--- src/core/synth_freq_pkg.sv ---
// Constants for the carrier synthesizer frequency control block.
// Assumes a 40 MHz system clock and a 10 MHz synthesizer reference.
package synth_freq_pkg;

  // Register addresses on the host register port.
  localparam logic [6:0] ADDR_OFFSET_LOW    = 7'h73;
  localparam logic [6:0] ADDR_OFFSET_HIGH   = 7'h74;
  localparam logic [6:0] ADDR_BAND_SELECT   = 7'h75;
  localparam logic [6:0] ADDR_FRACTION_HIGH = 7'h76;
  localparam logic [6:0] ADDR_FRACTION_LOW  = 7'h77;

  // Reset values.
  localparam logic [7:0] RST_OFFSET_LOW    = 8'h00;
  localparam logic [7:0] RST_OFFSET_HIGH   = 8'h00;
  localparam logic [7:0] RST_BAND_SELECT   = 8'h35;
  localparam logic [7:0] RST_FRACTION_HIGH = 8'hbb;
  localparam logic [7:0] RST_FRACTION_LOW  = 8'h80;

  // Field positions in the band select and offset high registers.
  localparam int BAND_HIGH_BIT  = 5;
  localparam int BAND_FIELD_TOP = 4;
  localparam int OFFSET_HI_TOP  = 1;

  // Divider arithmetic.
  localparam logic [4:0]  BAND_FIELD_MAX = 5'h17;
  localparam logic [6:0]  INT_BASE       = 7'h18;
  localparam logic [16:0] FRAC_MODULUS   = 17'h0fa00;

  // Clock rates and the reference enable divider.
  localparam int CLK_MHZ = 40;
  localparam int REF_MHZ = 10;
  localparam int REF_DIV = CLK_MHZ / REF_MHZ;

  // Sequencer phase times in microseconds; bias plus calibration
  // plus loop settling add up to 200 us.
  localparam int BIAS_US = 20;
  localparam int CAL_US  = 80;
  localparam int LOOP_US = 100;
  localparam logic [11:0] BIAS_CYCLES = 12'(BIAS_US * CLK_MHZ);
  localparam logic [11:0] CAL_CYCLES  = 12'(CAL_US * CLK_MHZ);
  localparam logic [11:0] LOOP_CYCLES = 12'(LOOP_US * CLK_MHZ);

  // Synthesizer sequencer states.
  typedef enum logic [2:0] {
    SEQ_OFF    = 3'b000,
    SEQ_BIAS   = 3'b001,
    SEQ_CAL    = 3'b010,
    SEQ_LOOP   = 3'b011,
    SEQ_LOCKED = 3'b100
  } seq_state_type;

endpackage

--- src/core/synth_frequency_control.sv ---
// Digital frequency control of the fractional-N carrier synthesizer.
// Assumes a synchronous byte-wide register port driven by the host
// interface logic, and synchronous transmit data and mode inputs.
//
// Functional notes
// - Calibrate on every frequency change and power-up unless fast option set.
// - Loop settling lasts 100 us by default.
// - Bias, calibration and settling total 200 us.
// - Fast option skips bias and calibration phases.
// - Host sets target; sequencer does every step.
// - Third order modulator, 10 MHz, modulo 64000.
// - Transmit bit steers fractional divider value.
// - Fraction combines carrier, offset and deviation.
// - Integer ratio is band field plus 24.
// - High band bit controls output halving stage.
// - Band field above 23 stored as 23.
// - Band steps 10 MHz low, 20 MHz high.
// - Signed offset trims carrier for crystal error.
// - Offset is ten-bit signed, hbsel-scaled steps.
// - Deviation step is 625 Hz in both bands.
`timescale 1ns/1ps

module synth_frequency_control
  import synth_freq_pkg::*;
(
  // Clock and reset.
  input  wire logic       clk_i,
  input  wire logic       rst_i,
  // Host register port.
  input  wire logic       reg_write_i,
  input  wire logic       reg_read_i,
  input  wire logic [6:0] reg_addr_i,
  input  wire logic [7:0] reg_wdata_i,
  output logic      [7:0] reg_rdata_o,
  // Target mode and sequencer option.
  input  wire logic       synth_enable_i,
  input  wire logic       fast_turn_i,
  // Modulation inputs.
  input  wire logic       fsk_enable_i,
  input  wire logic       tx_data_i,
  input  wire logic [8:0] deviation_word_i,
  // Sequencer outputs to the analog synthesizer.
  output logic            bias_settle_phase_o,
  output logic            vco_cal_o,
  output logic            loop_settle_phase_o,
  output logic            synth_locked_o,
  // Divider control outputs.
  output logic            ref_tick_o,
  output logic      [6:0] int_ratio_o,
  output logic     [15:0] frac_value_o,
  output logic      [6:0] div_ratio_o,
  output logic            high_band_o,
  output logic            halve_output_o
);

  // Stored configuration registers.
  logic [7:0]    frequency_offset_low;   // Offset word bits 7..0.
  logic [7:0]    frequency_offset_high;  // Offset word bits 9..8.
  logic [7:0]    band_select;            // Band bits and band field.
  logic [7:0]    carrier_fraction_high;  // Carrier fraction bits 15..8.
  logic [7:0]    carrier_fraction_low;   // Carrier fraction bits 7..0.
  // Sequencer state.
  seq_state_type state;                  // Current phase.
  logic [11:0]   phase_count;            // Cycles left in the phase.
  logic          enable_seen;            // Enable level last cycle.
  logic          freq_write;             // A frequency register write.
  // Reference tick divider.
  logic [1:0]    ref_count;              // Counts clocks per reference.
  // Fraction arithmetic.
  logic [4:0]    integer_band_field;     // Clamped band field.
  logic [15:0]   carrier_fraction_word;  // Nominal carrier fraction.
  logic [9:0]    offset_word;            // Signed offset word.
  logic signed [19:0] dev_units;         // Deviation in fraction steps.
  logic signed [19:0] frac_sum;          // Raw combined fraction.
  logic [16:0]   next_frac;              // Fraction within the modulus.
  logic [6:0]    next_int;               // Integer ratio after carry.
  // Modulator accumulators and carries.
  logic [15:0]   acc1;
  logic [15:0]   acc2;
  logic [15:0]   acc3;
  logic [16:0]   add1;
  logic [16:0]   add2;
  logic [16:0]   add3;
  logic          c2_d;
  logic          c3_d;
  logic          c3_dd;
  logic signed [3:0] dsm_out;            // Modulator divider step.
  // Modulo 64000 addition; the top bit of the result is the carry.
  function automatic logic [16:0] mod_add(input logic [15:0] a,
                                          input logic [15:0] b);
    logic [16:0] s;
    s = {1'b0, a} + {1'b0, b};
    mod_add = (s >= FRAC_MODULUS) ? {1'b1, 16'(s - FRAC_MODULUS)}
                                  : {1'b0, s[15:0]};
  endfunction
  assign integer_band_field    = band_select[BAND_FIELD_TOP:0];
  assign carrier_fraction_word = {carrier_fraction_high,
                                  carrier_fraction_low};
  assign offset_word = {frequency_offset_high[OFFSET_HI_TOP:0],
                        frequency_offset_low};
  assign freq_write  = reg_write_i &&
                       (reg_addr_i >= ADDR_OFFSET_LOW) &&
                       (reg_addr_i <= ADDR_FRACTION_LOW);
  // Register writes; band field is clamped at write time.
  always_ff @(posedge clk_i or posedge rst_i) begin
    if (rst_i) begin
      frequency_offset_low  <= RST_OFFSET_LOW;
      frequency_offset_high <= RST_OFFSET_HIGH;
      band_select           <= RST_BAND_SELECT;
      carrier_fraction_high <= RST_FRACTION_HIGH;
      carrier_fraction_low  <= RST_FRACTION_LOW;
    end else if (reg_write_i) begin
      case (reg_addr_i)
        ADDR_OFFSET_LOW:    frequency_offset_low  <= reg_wdata_i;
        ADDR_OFFSET_HIGH:   frequency_offset_high <= reg_wdata_i;
        ADDR_BAND_SELECT: begin
          if (reg_wdata_i[BAND_FIELD_TOP:0] > BAND_FIELD_MAX) begin
            band_select <= {reg_wdata_i[7:BAND_FIELD_TOP+1],
                            BAND_FIELD_MAX};
          end else begin
            band_select <= reg_wdata_i;
          end
        end
        ADDR_FRACTION_HIGH: carrier_fraction_high <= reg_wdata_i;
        ADDR_FRACTION_LOW:  carrier_fraction_low  <= reg_wdata_i;
        default: begin
          // Other addresses belong to other blocks.
        end
      endcase
    end
  end

  // Read data is registered and valid the cycle after the strobe.
  always_ff @(posedge clk_i or posedge rst_i) begin
    if (rst_i) begin
      reg_rdata_o <= 8'h00;
    end else if (reg_read_i) begin
      case (reg_addr_i)
        ADDR_OFFSET_LOW:    reg_rdata_o <= frequency_offset_low;
        ADDR_OFFSET_HIGH:   reg_rdata_o <= frequency_offset_high;
        ADDR_BAND_SELECT:   reg_rdata_o <= band_select;
        ADDR_FRACTION_HIGH: reg_rdata_o <= carrier_fraction_high;
        ADDR_FRACTION_LOW:  reg_rdata_o <= carrier_fraction_low;
        default:            reg_rdata_o <= 8'h00;
      endcase
    end
  end

  // Enable level history, used to spot a synthesizer power-up.
  always_ff @(posedge clk_i or posedge rst_i) begin
    if (rst_i) begin
      enable_seen <= 1'b0;
    end else begin
      enable_seen <= synth_enable_i;
    end
  end

  // Settling sequencer. The host only sets the enable level; every
  // phase after that runs on its own timers. A new frequency write
  // during any phase restarts the whole sequence, so the lock flag
  // never covers a stale setting.
  always_ff @(posedge clk_i or posedge rst_i) begin
    if (rst_i) begin
      state       <= SEQ_OFF;
      phase_count <= 12'h000;
    end else if (!synth_enable_i) begin
      state       <= SEQ_OFF;
      phase_count <= 12'h000;
    end else if ((!enable_seen) || freq_write) begin
      if (fast_turn_i) begin
        state       <= SEQ_LOOP;
        phase_count <= LOOP_CYCLES - 12'h001;
      end else begin
        state       <= SEQ_BIAS;
        phase_count <= BIAS_CYCLES - 12'h001;
      end
    end else begin
      case (state)
        SEQ_BIAS: begin
          if (phase_count == 12'h000) begin
            state       <= SEQ_CAL;
            phase_count <= CAL_CYCLES - 12'h001;
          end else begin
            phase_count <= phase_count - 12'h001;
          end
        end
        SEQ_CAL: begin
          if (phase_count == 12'h000) begin
            state       <= SEQ_LOOP;
            phase_count <= LOOP_CYCLES - 12'h001;
          end else begin
            phase_count <= phase_count - 12'h001;
          end
        end
        SEQ_LOOP: begin
          if (phase_count == 12'h000) begin
            state <= SEQ_LOCKED;
          end else begin
            phase_count <= phase_count - 12'h001;
          end
        end
        SEQ_LOCKED: begin
          // Holds until a new frequency or a disable.
          state <= SEQ_LOCKED;
        end
        default: begin
          // The off state waits here; power-up is caught above.
          state <= SEQ_OFF;
        end
      endcase
    end
  end

  assign bias_settle_phase_o = (state == SEQ_BIAS);
  assign vco_cal_o           = (state == SEQ_CAL);
  assign loop_settle_phase_o = (state == SEQ_LOOP);
  assign synth_locked_o      = (state == SEQ_LOCKED);

  // Divide the 40 MHz clock down to a 10 MHz reference enable.
  always_ff @(posedge clk_i or posedge rst_i) begin
    if (rst_i) begin
      ref_count <= 2'h0;
    end else if (ref_count == 2'(REF_DIV - 1)) begin
      ref_count <= 2'h0;
    end else begin
      ref_count <= ref_count + 2'h1;
    end
  end
  assign ref_tick_o = (ref_count == 2'(REF_DIV - 1));

  // Combine the three fraction sources in units of one carrier step,
  // which is 156.25 Hz times (hbsel + 1). The offset uses that unit
  // as is; a deviation step is 625 Hz in either band, so it is four
  // carrier steps in low band and two in high band.
  always_comb begin
    if (band_select[BAND_HIGH_BIT]) begin
      dev_units = 20'(signed'({11'h000, deviation_word_i}) <<< 1);
    end else begin
      dev_units = 20'(signed'({11'h000, deviation_word_i}) <<< 2);
    end
    frac_sum = signed'({4'h0, carrier_fraction_word}) +
               20'(signed'(offset_word));
    if (fsk_enable_i) begin
      if (tx_data_i) begin
        frac_sum = frac_sum + dev_units;
      end else begin
        frac_sum = frac_sum - dev_units;
      end
    end
    next_int = {2'b00, integer_band_field} + INT_BASE;
    // A sum outside the modulus borrows from or carries into the
    // integer ratio, so the total ratio stays continuous.
    if (frac_sum < 20'sd0) begin
      next_frac = 17'(frac_sum + signed'({3'b000, FRAC_MODULUS}));
      next_int  = next_int - 7'h01;
    end else if (frac_sum >= signed'({3'b000, FRAC_MODULUS})) begin
      next_frac = 17'(frac_sum - signed'({3'b000, FRAC_MODULUS}));
      next_int  = next_int + 7'h01;
    end else begin
      next_frac = 17'(frac_sum);
    end
  end

  // Three cascaded first order stages; only the stage sums are
  // combinational, the accumulators move on the reference enable.
  assign add1 = mod_add(acc1, next_frac[15:0]);
  assign add2 = mod_add(acc2, add1[15:0]);
  assign add3 = mod_add(acc3, add2[15:0]);

  // third order, 10 MHz, modulo 64000
  always_ff @(posedge clk_i or posedge rst_i) begin
    if (rst_i) begin
      acc1    <= 16'h0000;
      acc2    <= 16'h0000;
      acc3    <= 16'h0000;
      c2_d    <= 1'b0;
      c3_d    <= 1'b0;
      c3_dd   <= 1'b0;
      dsm_out <= 4'sh0;
    end else if (ref_tick_o) begin
      acc1    <= add1[15:0];
      acc2    <= add2[15:0];
      acc3    <= add3[15:0];
      c2_d    <= add2[16];
      c3_d    <= add3[16];
      c3_dd   <= c3_d;
      // Noise-shaped step: c1 + (c2 - c2') + (c3 - 2c3' + c3'').
      dsm_out <= signed'({3'b000, add1[16]}) +
                 signed'({3'b000, add2[16]}) -
                 signed'({3'b000, c2_d}) +
                 signed'({3'b000, add3[16]}) -
                 signed'({2'b00, c3_d, 1'b0}) +
                 signed'({3'b000, c3_dd});
    end
  end

  // Divider control words, updated once per reference period.
  always_ff @(posedge clk_i or posedge rst_i) begin
    if (rst_i) begin
      int_ratio_o  <= INT_BASE;
      frac_value_o <= 16'h0000;
      div_ratio_o  <= INT_BASE;
    end else if (ref_tick_o) begin
      int_ratio_o  <= next_int;
      frac_value_o <= next_frac[15:0];
      div_ratio_o  <= 7'(signed'(next_int) + 7'(dsm_out));
    end
  end

  always_ff @(posedge clk_i or posedge rst_i) begin
    if (rst_i) begin
      high_band_o    <= RST_BAND_SELECT[BAND_HIGH_BIT];
      halve_output_o <= !RST_BAND_SELECT[BAND_HIGH_BIT];
    end else begin
      high_band_o    <= band_select[BAND_HIGH_BIT];
      halve_output_o <= !band_select[BAND_HIGH_BIT];
    end
  end

endmodule // synth_frequency_control

--- config.mk ---
export PLATFORM = sky130hd
export DESIGN_NAME = synth_frequency_control
export DESIGN_NICKNAME = d
export VERILOG_FILES = /design/src/core/synth_freq_pkg.sv /design/src/core/synth_frequency_control.sv
export SDC_FILE = /design/constraint.sdc
export NUM_CORES = 1
export LEC_CHECK = 0
export ABC_AREA = 0
export ABC_CLOCK_PERIOD_IN_PS = 14760
export BUFFER_PORTS_ARGS = -buffer_cell sky130_fd_sc_hd__clkbuf_2
export CAP_MARGIN = 20
export CELL_PAD_IN_SITES_DETAIL_PLACEMENT = 1
export CELL_PAD_IN_SITES_GLOBAL_PLACEMENT = 1
export CORE_AREA = 2 2 199 143
export CTS_CLUSTER_SIZE = 16
export DETAILED_ROUTE_END_ITERATION = 10
export DIE_AREA = 0 0 201 145
export PLACE_DENSITY = 0.89
export SYNTH_ARGS = -nofsm -noshare
export SYNTH_HDL_FRONTEND = slang
export SYNTH_SLANG_ARGS = --single-unit
--- constraint.sdc ---
create_clock -name clk_i -period 14.76 [get_ports clk_i]
set_clock_uncertainty 0.15 [all_clocks]
set_input_delay 1.476 -clock clk_i [delete_from_list [all_inputs] [get_ports clk_i]]
set_output_delay 1.476 -clock clk_i [all_outputs]
set_load 0.02 [all_outputs]
==> impl_metrics.py, run 1 <==
metrics = {
    "sta": {
        "finalCritPeriodShare_pct": 96.6,
        "max_freq_mhz": 70.1,
        "finalSetupViolCount": 0,
        "worst_slew_pin_slew_ns": 1.11,
        "slew_headroom_pct": 25.9,
        "setup_slack_ns": 0.503,
        "whs_ns": 0.356,
        "finalCriticalPeriod_ns": 14.26,
        "final-max-slew-violation-count": 0,
        "hold_viol": 0,
    },
    "synthesis": {
        "synth_top_area_cell": "dfrtp_1",
        "ys_top_cells_by_area": "dfrtp_1 (27%), ha_1 (11%), mux2_2 (7.9%)",
        "synth_nets": 1608,
        "netlist-cell-type-count": 91,
        "synth_top_area_share_pct": 26.6,
        "yosysWarnings": 0,
        "synth-seq-cells": 153,
        "synth_fa_ha_area_share_pct": 12.0,
        "synth_compound_area_share_pct": 23.0,
        "synthMuxAreaShare_pct": 9.45,
        "synth_most_common_cell": "dfrtp_1",
        "synth-simple-area-share_pct": 15.8,
        "synth_xor_area_share_pct": 5.58,
        "synth_area_um2": 12900,
        "synth_commonest_cells": "dfrtp_1 (137), nor2_1 (124), a21oi_1 (113)",
        "synthFlopType": "dfrtp_1",
        "seq_area_frac_synth_pct": 29.9,
        "synth_top_family_by_area": "compound AO/OA/AOI/OAI gates",
        "postSynthCellCount": 1457,
        "synth.avg_cell_area_um2": 8.84,
        "synth_edf_count": 0,
        "async_flop_share_pct": 100,
    },
    "floorplan": {
        "dieArea_um2": 29100,
        "die_w_um": 201,
        "rows": 51,
        "ios": 77,
        "die_h_um": 145,
        "core_um2": 27200,
        "initial_core_util_pct": 47.2,
    },
    "layout": {
        "stdcell_count": 1902,
        "stdcell_area_um2": 14400,
        "fill_cells": 3201,
        "drive_above_1_share_pct": 17.6,
        "finish.net_count": 1669,
        "area_growth_pct": 11.8,
        "antenna_cells": 0,
    },
    "route": {
        "drcViolationCount": 0,
        "drt-total-wl_um": 43400,
        "dr.first_iter.drc_count": 928,
        "firstDrtPassIters": 7,
        "ant_nets": 0,
        "vias": 12200,
        "wl_per_cell_um": 22.8,
        "vias_per_cell": 6.41,
    },
    "worst_hold_path": {
        "min_path_cells": 2,
        "min_to": "acc3[6]",
        "hold_class": "reg -> reg",
        "min_from": "acc3[6]",
    },
    "critical_path": {
        "reg2reg_from": "band_select[5]",
        "slowest_stage": "or4_1",
        "critPathKind": "in -> reg",
        "cpPeakStageDelay_ns": 0.59,
        "reg2reg_to": "dsm_out[2]",
        "cp-end-kind": "flip-flop",
        "required_ns": 14.94,
        "reg2reg_slack_ns": 0.63,
        "cp-start-kind": "input pin",
        "cp_common_cell": "ha_1",
        "cp_data_arrival_time_ns": 14.44,
        "reg2reg_depth": 51,
        "worst-path-max-fanout": 13,
    },
    "placement": {
        "place_hpwl_um": 30200,
        "placedInstanceArea_um2": 13600,
        "globalplace.congestion": 0.924,
        "dp.cells": 1866,
        "post-place-ws_ns": -0.0514,
        "io_buffers": 76,
    },
    "clocking": {
        "cts_root_buf": "clkbuf_16",
        "clkTransAtPathRegs_ns": 0.07,
        "cts_made_buffers": 17,
        "holdBufCountCts": 0,
        "cts_tree": "done",
        "insertion_delay_ns": 0.46,
        "cts_buffer_depth": 2,
        "clkSinkCount": 153,
        "htreeDepth": 4,
    },
    "global_routing": {
        "antenna_found_initial": 0,
        "grt_pass1_wl_um": 68200,
        "grt-ovfl-total": 0,
        "globalRouteTotalUtil_pct": 29.0,
        "grt_pass1_vias": 12400,
        "grt_max_degree": 79,
    },
    "run": {
        "cap_viol_max_count": 0,
    },
    "status": {
        "outcome": "finished clean",
    },
}
how the worst max path moves through the flow:
stage | start | endpoint | slack (ns)
2_1_floorplan | deviation_word_i[1] | dsm_out[2] | 1.66
3_3_place_gp | deviation_word_i[0] | dsm_out[2] | 0.89
3_5_place_dp | deviation_word_i[1] | dsm_out[2] | -0.05
4_1_cts | deviation_word_i[1] | dsm_out[2] | 0.32
5_1_grt | deviation_word_i[1] | dsm_out[2] | -0.15
6_report | deviation_word_i[1] | dsm_out[2] | 0.50
through the flow:
stage / util [%] / TNS (ns)
6_report: 52.8 / 0
5_1_grt: 52.8 / -0.148
4_1_cts: 52.3 / 0
3_5_place_dp: 49.9 / -0.0514
3_3_place_gp: 49.9 / 0
2_1_floorplan: - / 0
registers in the layout, summed over array words and instances (netlist names), 12 cells and up:
register      cells
acc1             16
acc2             16
acc3             16
frac_value_o     16
phase_count      12
what timing repair did:
item	4_1_cts	5_1_grt
setup buffers	0	0
resized for setup	0	16
endpoints found under the setup margin	0	9
critical path: cells and delay by family:
family                   cells  cell delay, ns
adder cells (fa/ha/maj)      7            2.16
multiplexers                 3            0.80
AND/OR/NAND/NOR             12            3.20
AO/OA/AOI/OAI               22            5.22
XOR/XNOR                     5            1.00
buffers and inverters        3            0.53
kinds of logic (layout without fill, tap and decap cells):
logic type | count (synthesis) | in the layout
xor+xnor | 82 | 82
compound gates | 436 | 436
buf+inv | 136 | 210
fa+ha+maj | 119 | 119
simple gates | 422 | 422
flops | 153 | 153
mux | 109 | 109
placed cells by master (no fill, tap or decap), types with 17 or more instances in the layout:
cell type,count
a21o_1,30
a21oi_1,113
a31oi_1,20
clkbuf_16,17
clkbuf_2,77
dfrtp_1,137
ha_1,110
inv_1,87
mux2_2,90
nand2_1,108
nand2b_1,19
nand3_1,40
nor2_1,124
nor3_1,37
o211ai_1,19
o21ai_0,64
xnor2_1,59
xor2_1,21
cell type report:
class	count	area [um^2]	share of cell area, %
multi-input cells	1168	8590	59.7
flip-flops and latches	153	3850	26.7
repair buffers	88	485	3.37
well taps	371	464	3.23
clock buffers	17	425	2.96
inverters	90	343	2.38
clock inverters	15	233	1.62
per-layer routing:
layer	vias up	share of wire (%)	global-route usage (%)
met5	-	0	0
met4	0	2.3	7.89
met3	103	6.3	5.46
met2	445	46	45.8
met1	6135	46	40.5
li1	5508	-	-
Power of run 1 is not shown: default switching activity piles up to over one toggle a cycle in this logic, so the estimate is an artifact.
==> run 2, diff against run 1 <==
--- a/config.mk
+++ b/config.mk
@@ -7,15 +7,15 @@
 export LEC_CHECK = 0
 export ABC_AREA = 0
 export ABC_CLOCK_PERIOD_IN_PS = 14760
-export BUFFER_PORTS_ARGS = -buffer_cell sky130_fd_sc_hd__clkbuf_2
 export CAP_MARGIN = 20
 export CELL_PAD_IN_SITES_DETAIL_PLACEMENT = 1
 export CELL_PAD_IN_SITES_GLOBAL_PLACEMENT = 1
-export CORE_AREA = 2 2 199 143
+export CORE_AREA = 2 2 193 138
 export CTS_CLUSTER_SIZE = 16
 export DETAILED_ROUTE_END_ITERATION = 10
-export DIE_AREA = 0 0 201 145
-export PLACE_DENSITY = 0.89
+export DIE_AREA = 0 0 195 140
+export DONT_BUFFER_PORTS = 1
+export PLACE_DENSITY = 0.91
 export SYNTH_ARGS = -nofsm -noshare
 export SYNTH_HDL_FRONTEND = slang
 export SYNTH_SLANG_ARGS = --single-unit
==> impl_metrics.py, run 2 (synthesis gave the netlist of run 1 again) <==
metrics = {
    "critical_path": {
        "worst-path-max-fanout": 13,
        "crit_end": "dsm_out[2]",
        "cpPeakStageDelay_ns": 0.58,
        "cp-start-kind": "input pin",
        "reg2reg_depth": 53,
        "reg2reg_from": "band_select[5]",
        "cp-end-kind": "flip-flop",
        "reg2reg_to": "dsm_out[2]",
        "slowest_stage": "or4_1",
        "crit_start": "deviation_word_i[1]",
        "cp_data_arrival_time_ns": 14.15,
        "critPathKind": "in -> reg",
        "reg2reg_slack_ns": 0.89,
        "cp_common_cell": "ha_1",
        "required_ns": 14.94,
    },
    "worst_hold_path": {
        "min_from": "acc3[7]",
        "hold_class": "reg -> reg",
    },
    "layout": {
        "drive_above_1_share_pct": 12.9,
        "most-common-layout-cells": "dfrtp_1 (137), nor2_1 (124), a21oi_1 (112)",
        "fin_util_pct": 54.3,
        "finish.net_count": 1591,
        "area_growth_pct": 7.14,
        "final_common_cell": "dfrtp_1",
        "antenna_cells": 0,
    },
    "clocking": {
        "insertion_delay_ns": 0.44,
        "cts_resized": 0,
        "cts_tree": "done",
        "cts_made_buffers": 17,
        "htreeDepth": 4,
        "clkTransAtPathRegs_ns": 0.07,
        "holdBufCountCts": 0,
        "post-cts-setup-buffers": 0,
        "cts_root_buf": "clkbuf_16",
        "cts_buffer_depth": 2,
        "clkSinkCount": 153,
    },
    "route": {
        "vias_per_cell": 6.59,
        "firstDrtPassIters": 6,
        "wl_per_cell_um": 23.5,
        "drt-total-wl_um": 41900,
        "ant_nets": 0,
        "drcViolationCount": 0,
        "vias": 11800,
        "dr.first_iter.drc_count": 852,
    },
    "placement": {
        "post-place-ws_ns": 0.163,
        "io_buffers": 0,
        "globalplace.congestion": 0.887,
        "place_hpwl_um": 29800,
    },
    "global_routing": {
        "grt_pass1_vias": 11900,
        "antenna_found_initial": 2,
        "globalRouteTotalUtil_pct": 30.6,
        "grt_max_degree": 84,
        "grt_pass1_wl_um": 66100,
        "grt-ovfl-total": 0,
    },
    "sta": {
        "rsz0062_at_grt": "false",
        "tns_ns": 0,
        "finalSetupViolCount": 0,
        "max_freq_mhz": 71.6,
        "final-max-slew-violation-count": 0,
        "whs_ns": 0.364,
        "slew_headroom_pct": 22.4,
        "hold_viol": 0,
        "finalCriticalPeriod_ns": 13.97,
        "finalCritPeriodShare_pct": 94.7,
        "setup_slack_ns": 0.787,
        "worst_slew_pin_slew_ns": 1.15,
    },
    "floorplan": {
        "dieArea_um2": 27300,
        "ios": 77,
        "rows": 49,
        "initial_core_util_pct": 50.7,
        "die_w_um": 195,
        "core_um2": 25400,
        "die_h_um": 140,
    },
    "run": {
        "cap_viol_max_count": 0,
    },
    "status": {
        "outcome": "finished clean",
    },
}
==> run 2: cell type report <==
class / count / area [um^2]
Inverter: 90 / 343
Clock buffer: 22 / 464
Timing Repair Buffer: 10 / 67.6
Clock inverter: 10 / 95.1
Fill cell: 2986 / 11600
Multi-Input combinational cell: 1168 / 8560
Sequential cell: 153 / 3850
Tap cell: 331 / 414
==> run 2: routing by layer <==
metal	global-route usage, %	routed length (um)	vias to the layer above
li1	-	-	5336
met1	41.3	18700	5911
met2	47.2	18800	401
met3	7.49	2920	114
met4	12.5	1420	2
met5	0	12	-
==> run 2: worst min path at each step <==
stage	to	slack, ns	depth (start not counted)
3_5_place_dp	acc3[7]	0.34	2
5_1_grt	acc3[8]	0.38	1
2_1_floorplan	high_band_o	0.23	0
6_report	acc3[7]	0.36	2
4_1_cts	acc3[7]	0.36	2
3_3_place_gp	ref_count[0]	0.32	1
==> run 2: worst max-delay path, delay by kind of cell <==
kind,cells,cell delay [ns]
fa+ha+maj,8,2.42
compound gates,19,3.88
buf+inv,3,0.59
mux,4,1.12
simple gates,14,3.51
xor+xnor,5,1.14
==> run 2: stage by stage <==
| stage | area [um^2] | std cells |
|---|---|---|
| after global placement | 13200 | 1749 |
| after floorplan | 12900 | 1457 |
| after CTS | 13700 | 1781 |
| after global routing | 13800 | 1784 |
| final | 13800 | 1784 |
| after detailed placement | 13200 | 1749 |
Power of run 2 is left out for the same reason.
==> run 3, diff against run 2 <==
--- a/config.mk
+++ b/config.mk
@@ -15,7 +15,7 @@
 export DETAILED_ROUTE_END_ITERATION = 10
 export DIE_AREA = 0 0 195 140
 export DONT_BUFFER_PORTS = 1
-export PLACE_DENSITY = 0.91
+export PLACE_DENSITY_LB_ADDON = 0.05
 export SYNTH_ARGS = -nofsm -noshare
 export SYNTH_HDL_FRONTEND = slang
 export SYNTH_SLANG_ARGS = --single-unit
==> constraint.sdc (replaced) <==
create_clock -name clk_i -period 14.76 [get_ports clk_i]
set_clock_uncertainty 0.15 [all_clocks]
set_input_delay 0 -clock clk_i [delete_from_list [all_inputs] [get_ports clk_i]]
set_output_delay 0 -clock clk_i [all_outputs]
set_load 0.02 [all_outputs]
==> impl_metrics.py, run 3 (synthesis gave the netlist of run 1 again) <==
metrics = {
    "route": {
        "vias_per_cell": 6.27,
        "met3_length_um": 1900,
        "m1WireLength_um": 19400,
        "highest_layer": "met4",
        "ant_nets": 0,
        "firstDrtPassIters": 7,
        "vias": 11300,
        "dr.first_iter.drc_count": 690,
        "wl_met2_um": 16700,
        "wl_per_cell_um": 21.3,
        "drt-total-wl_um": 38400,
        "drcViolationCount": 0,
    },
    "critical_path": {
        "slowest_stage": "dfstp_4",
        "worst-path-max-fanout": 25,
        "critPathKind": "reg -> reg",
        "required_ns": 14.94,
        "cp_common_cell": "ha_1",
        "cp_data_arrival_time_ns": 14.05,
        "cpPeakStageDelay_ns": 0.79,
        "cp-end-kind": "flip-flop",
        "cp-start-kind": "flip-flop",
    },
    "sta": {
        "max_freq_mhz": 72.1,
        "finalSetupViolCount": 0,
        "tns_ns": 0,
        "final-max-slew-violation-count": 0,
        "finalCriticalPeriod_ns": 13.87,
        "finalCritPeriodShare_pct": 94.0,
        "worst_slew_pin_slew_ns": 1.01,
        "hold_viol": 0,
        "slew_headroom_pct": 32.8,
    },
    "global_routing": {
        "grt_pass1_wl_um": 62200,
        "antenna_found_initial": 1,
        "grt_max_degree": 86,
        "grt-ovfl-total": 0,
        "grt_pass1_vias": 11400,
        "globalRouteTotalUtil_pct": 28.5,
    },
    "layout": {
        "stdcell_area_um2": 14000,
        "area_growth_pct": 8.57,
        "final_common_cell": "dfrtp_1",
        "ff_latch_area_um2": 3850,
        "drive_above_1_share_pct": 12.4,
        "fill_cells": 2956,
        "most-common-layout-cells": "dfrtp_1 (137), nor2_1 (124), a21oi_1 (113)",
        "multiInputGateArea_um2": 8540,
        "finish.net_count": 1610,
    },
    "clocking": {
        "post-cts-setup-buffers": 0,
        "htreeDepth": 4,
        "cts_made_buffers": 17,
        "cts_tree": "done",
        "insertion_delay_ns": 0.44,
        "cts_buffer_depth": 2,
        "cts_root_buf": "clkbuf_16",
        "clkSinkCount": 153,
        "clkTransAtPathRegs_ns": 0.07,
    },
    "floorplan": {
        "core_um2": 25400,
        "die_w_um": 195,
        "ios": 77,
        "die_h_um": 140,
        "dieArea_um2": 27300,
        "initial_core_util_pct": 50.7,
        "rows": 49,
    },
    "placement": {
        "place_hpwl_um": 28500,
        "globalplace.congestion": 0.876,
        "placedInstanceArea_um2": 13200,
        "io_buffers": 0,
    },
    "worst_hold_path": {
        "hold_class": "in -> reg",
    },
    "status": {
        "outcome": "finished clean",
    },
    "run": {
        "cap_viol_max_count": 0,
    },
}
[run 3: cell types whose count changed in the layout (fill, tap and decap cells not counted), sizes merged]
| cell | before | now |
|---|---|---|
| clkinvlp | 2 | 4 |
| inv | 93 | 95 |
| buf | 10 | 8 |
| clkbuf | 22 | 19 |
| clkinv | 4 | 2 |
| diode | 0 | 1 |
| dlygate4sd3 | 0 | 21 |
[run 3: worst max-delay path: cells and delay by family, from the launching register on]
kind	cells	cell delay (ns)
AOI/OAI and AO/OA	19	4.29
and+or+nand+nor	15	3.66
buffers and inverters	2	0.37
muxes	3	0.82
DFF	1	0.79
xor gates and xnor gates	6	1.20
adders and majority gates	8	2.44
[run 3: final timing paths]
check	from	to	slack [ns]	cells after the start
worst min-delay path	fsk_enable_i	frac_value_o[5]	0.02	3
min in group asynchronous	rst_i	int_ratio_o[5]	0.06	2
max in group asynchronous	rst_i	acc1[6]	12.98	3
worst min register to register	ref_count[0]	ref_count[0]	0.34	1
worst max-delay path	band_select[5]	dsm_out[2]	0.89	53
worst max register to register	band_select[5]	dsm_out[2]	0.89	53
[run 3: cell type report]
type | instances | share of cell area, %
multi-input cells | 1168 | 61.1
flip-flops and latches | 153 | 27.6
clock buffers | 19 | 3.10
well taps | 331 | 2.96
inverters | 90 | 2.45
repair buffers | 29 | 1.93
clock inverters | 12 | 0.841
diodes | 1 | 0.0179
[run 3: timing repair]
item                                   4_1_cts  5_1_grt
setup endpoints to repair                    0       12
hold buffers                                20        1
gates resized for setup                      0        8
endpoints found under the hold margin      158        1
[run 3: stage by stage]
step	util [%]	std cells	hold WS [ns]	worst slack (ns)
5_1_grt	55.1	1803	0.0487	-0.0143
3_3_place_gp	51.9	1750	-0.117	0.916
6_report	55.1	1803	0.0224	0.890
3_5_place_dp	51.9	1750	-0.118	0.229
4_1_cts	54.8	1801	0.00149	0.197
2_1_floorplan	-	1457	-0.119	2.17
[run 3: metal layers]
layer | vias up | global-route usage (%)
li1 | 5391 | -
met5 | - | 0
met1 | 5645 | 42.4
met3 | 30 | 4.53
met2 | 235 | 43.6
met4 | 0 | 5.99
Power of run 3 is left out for the same reason.
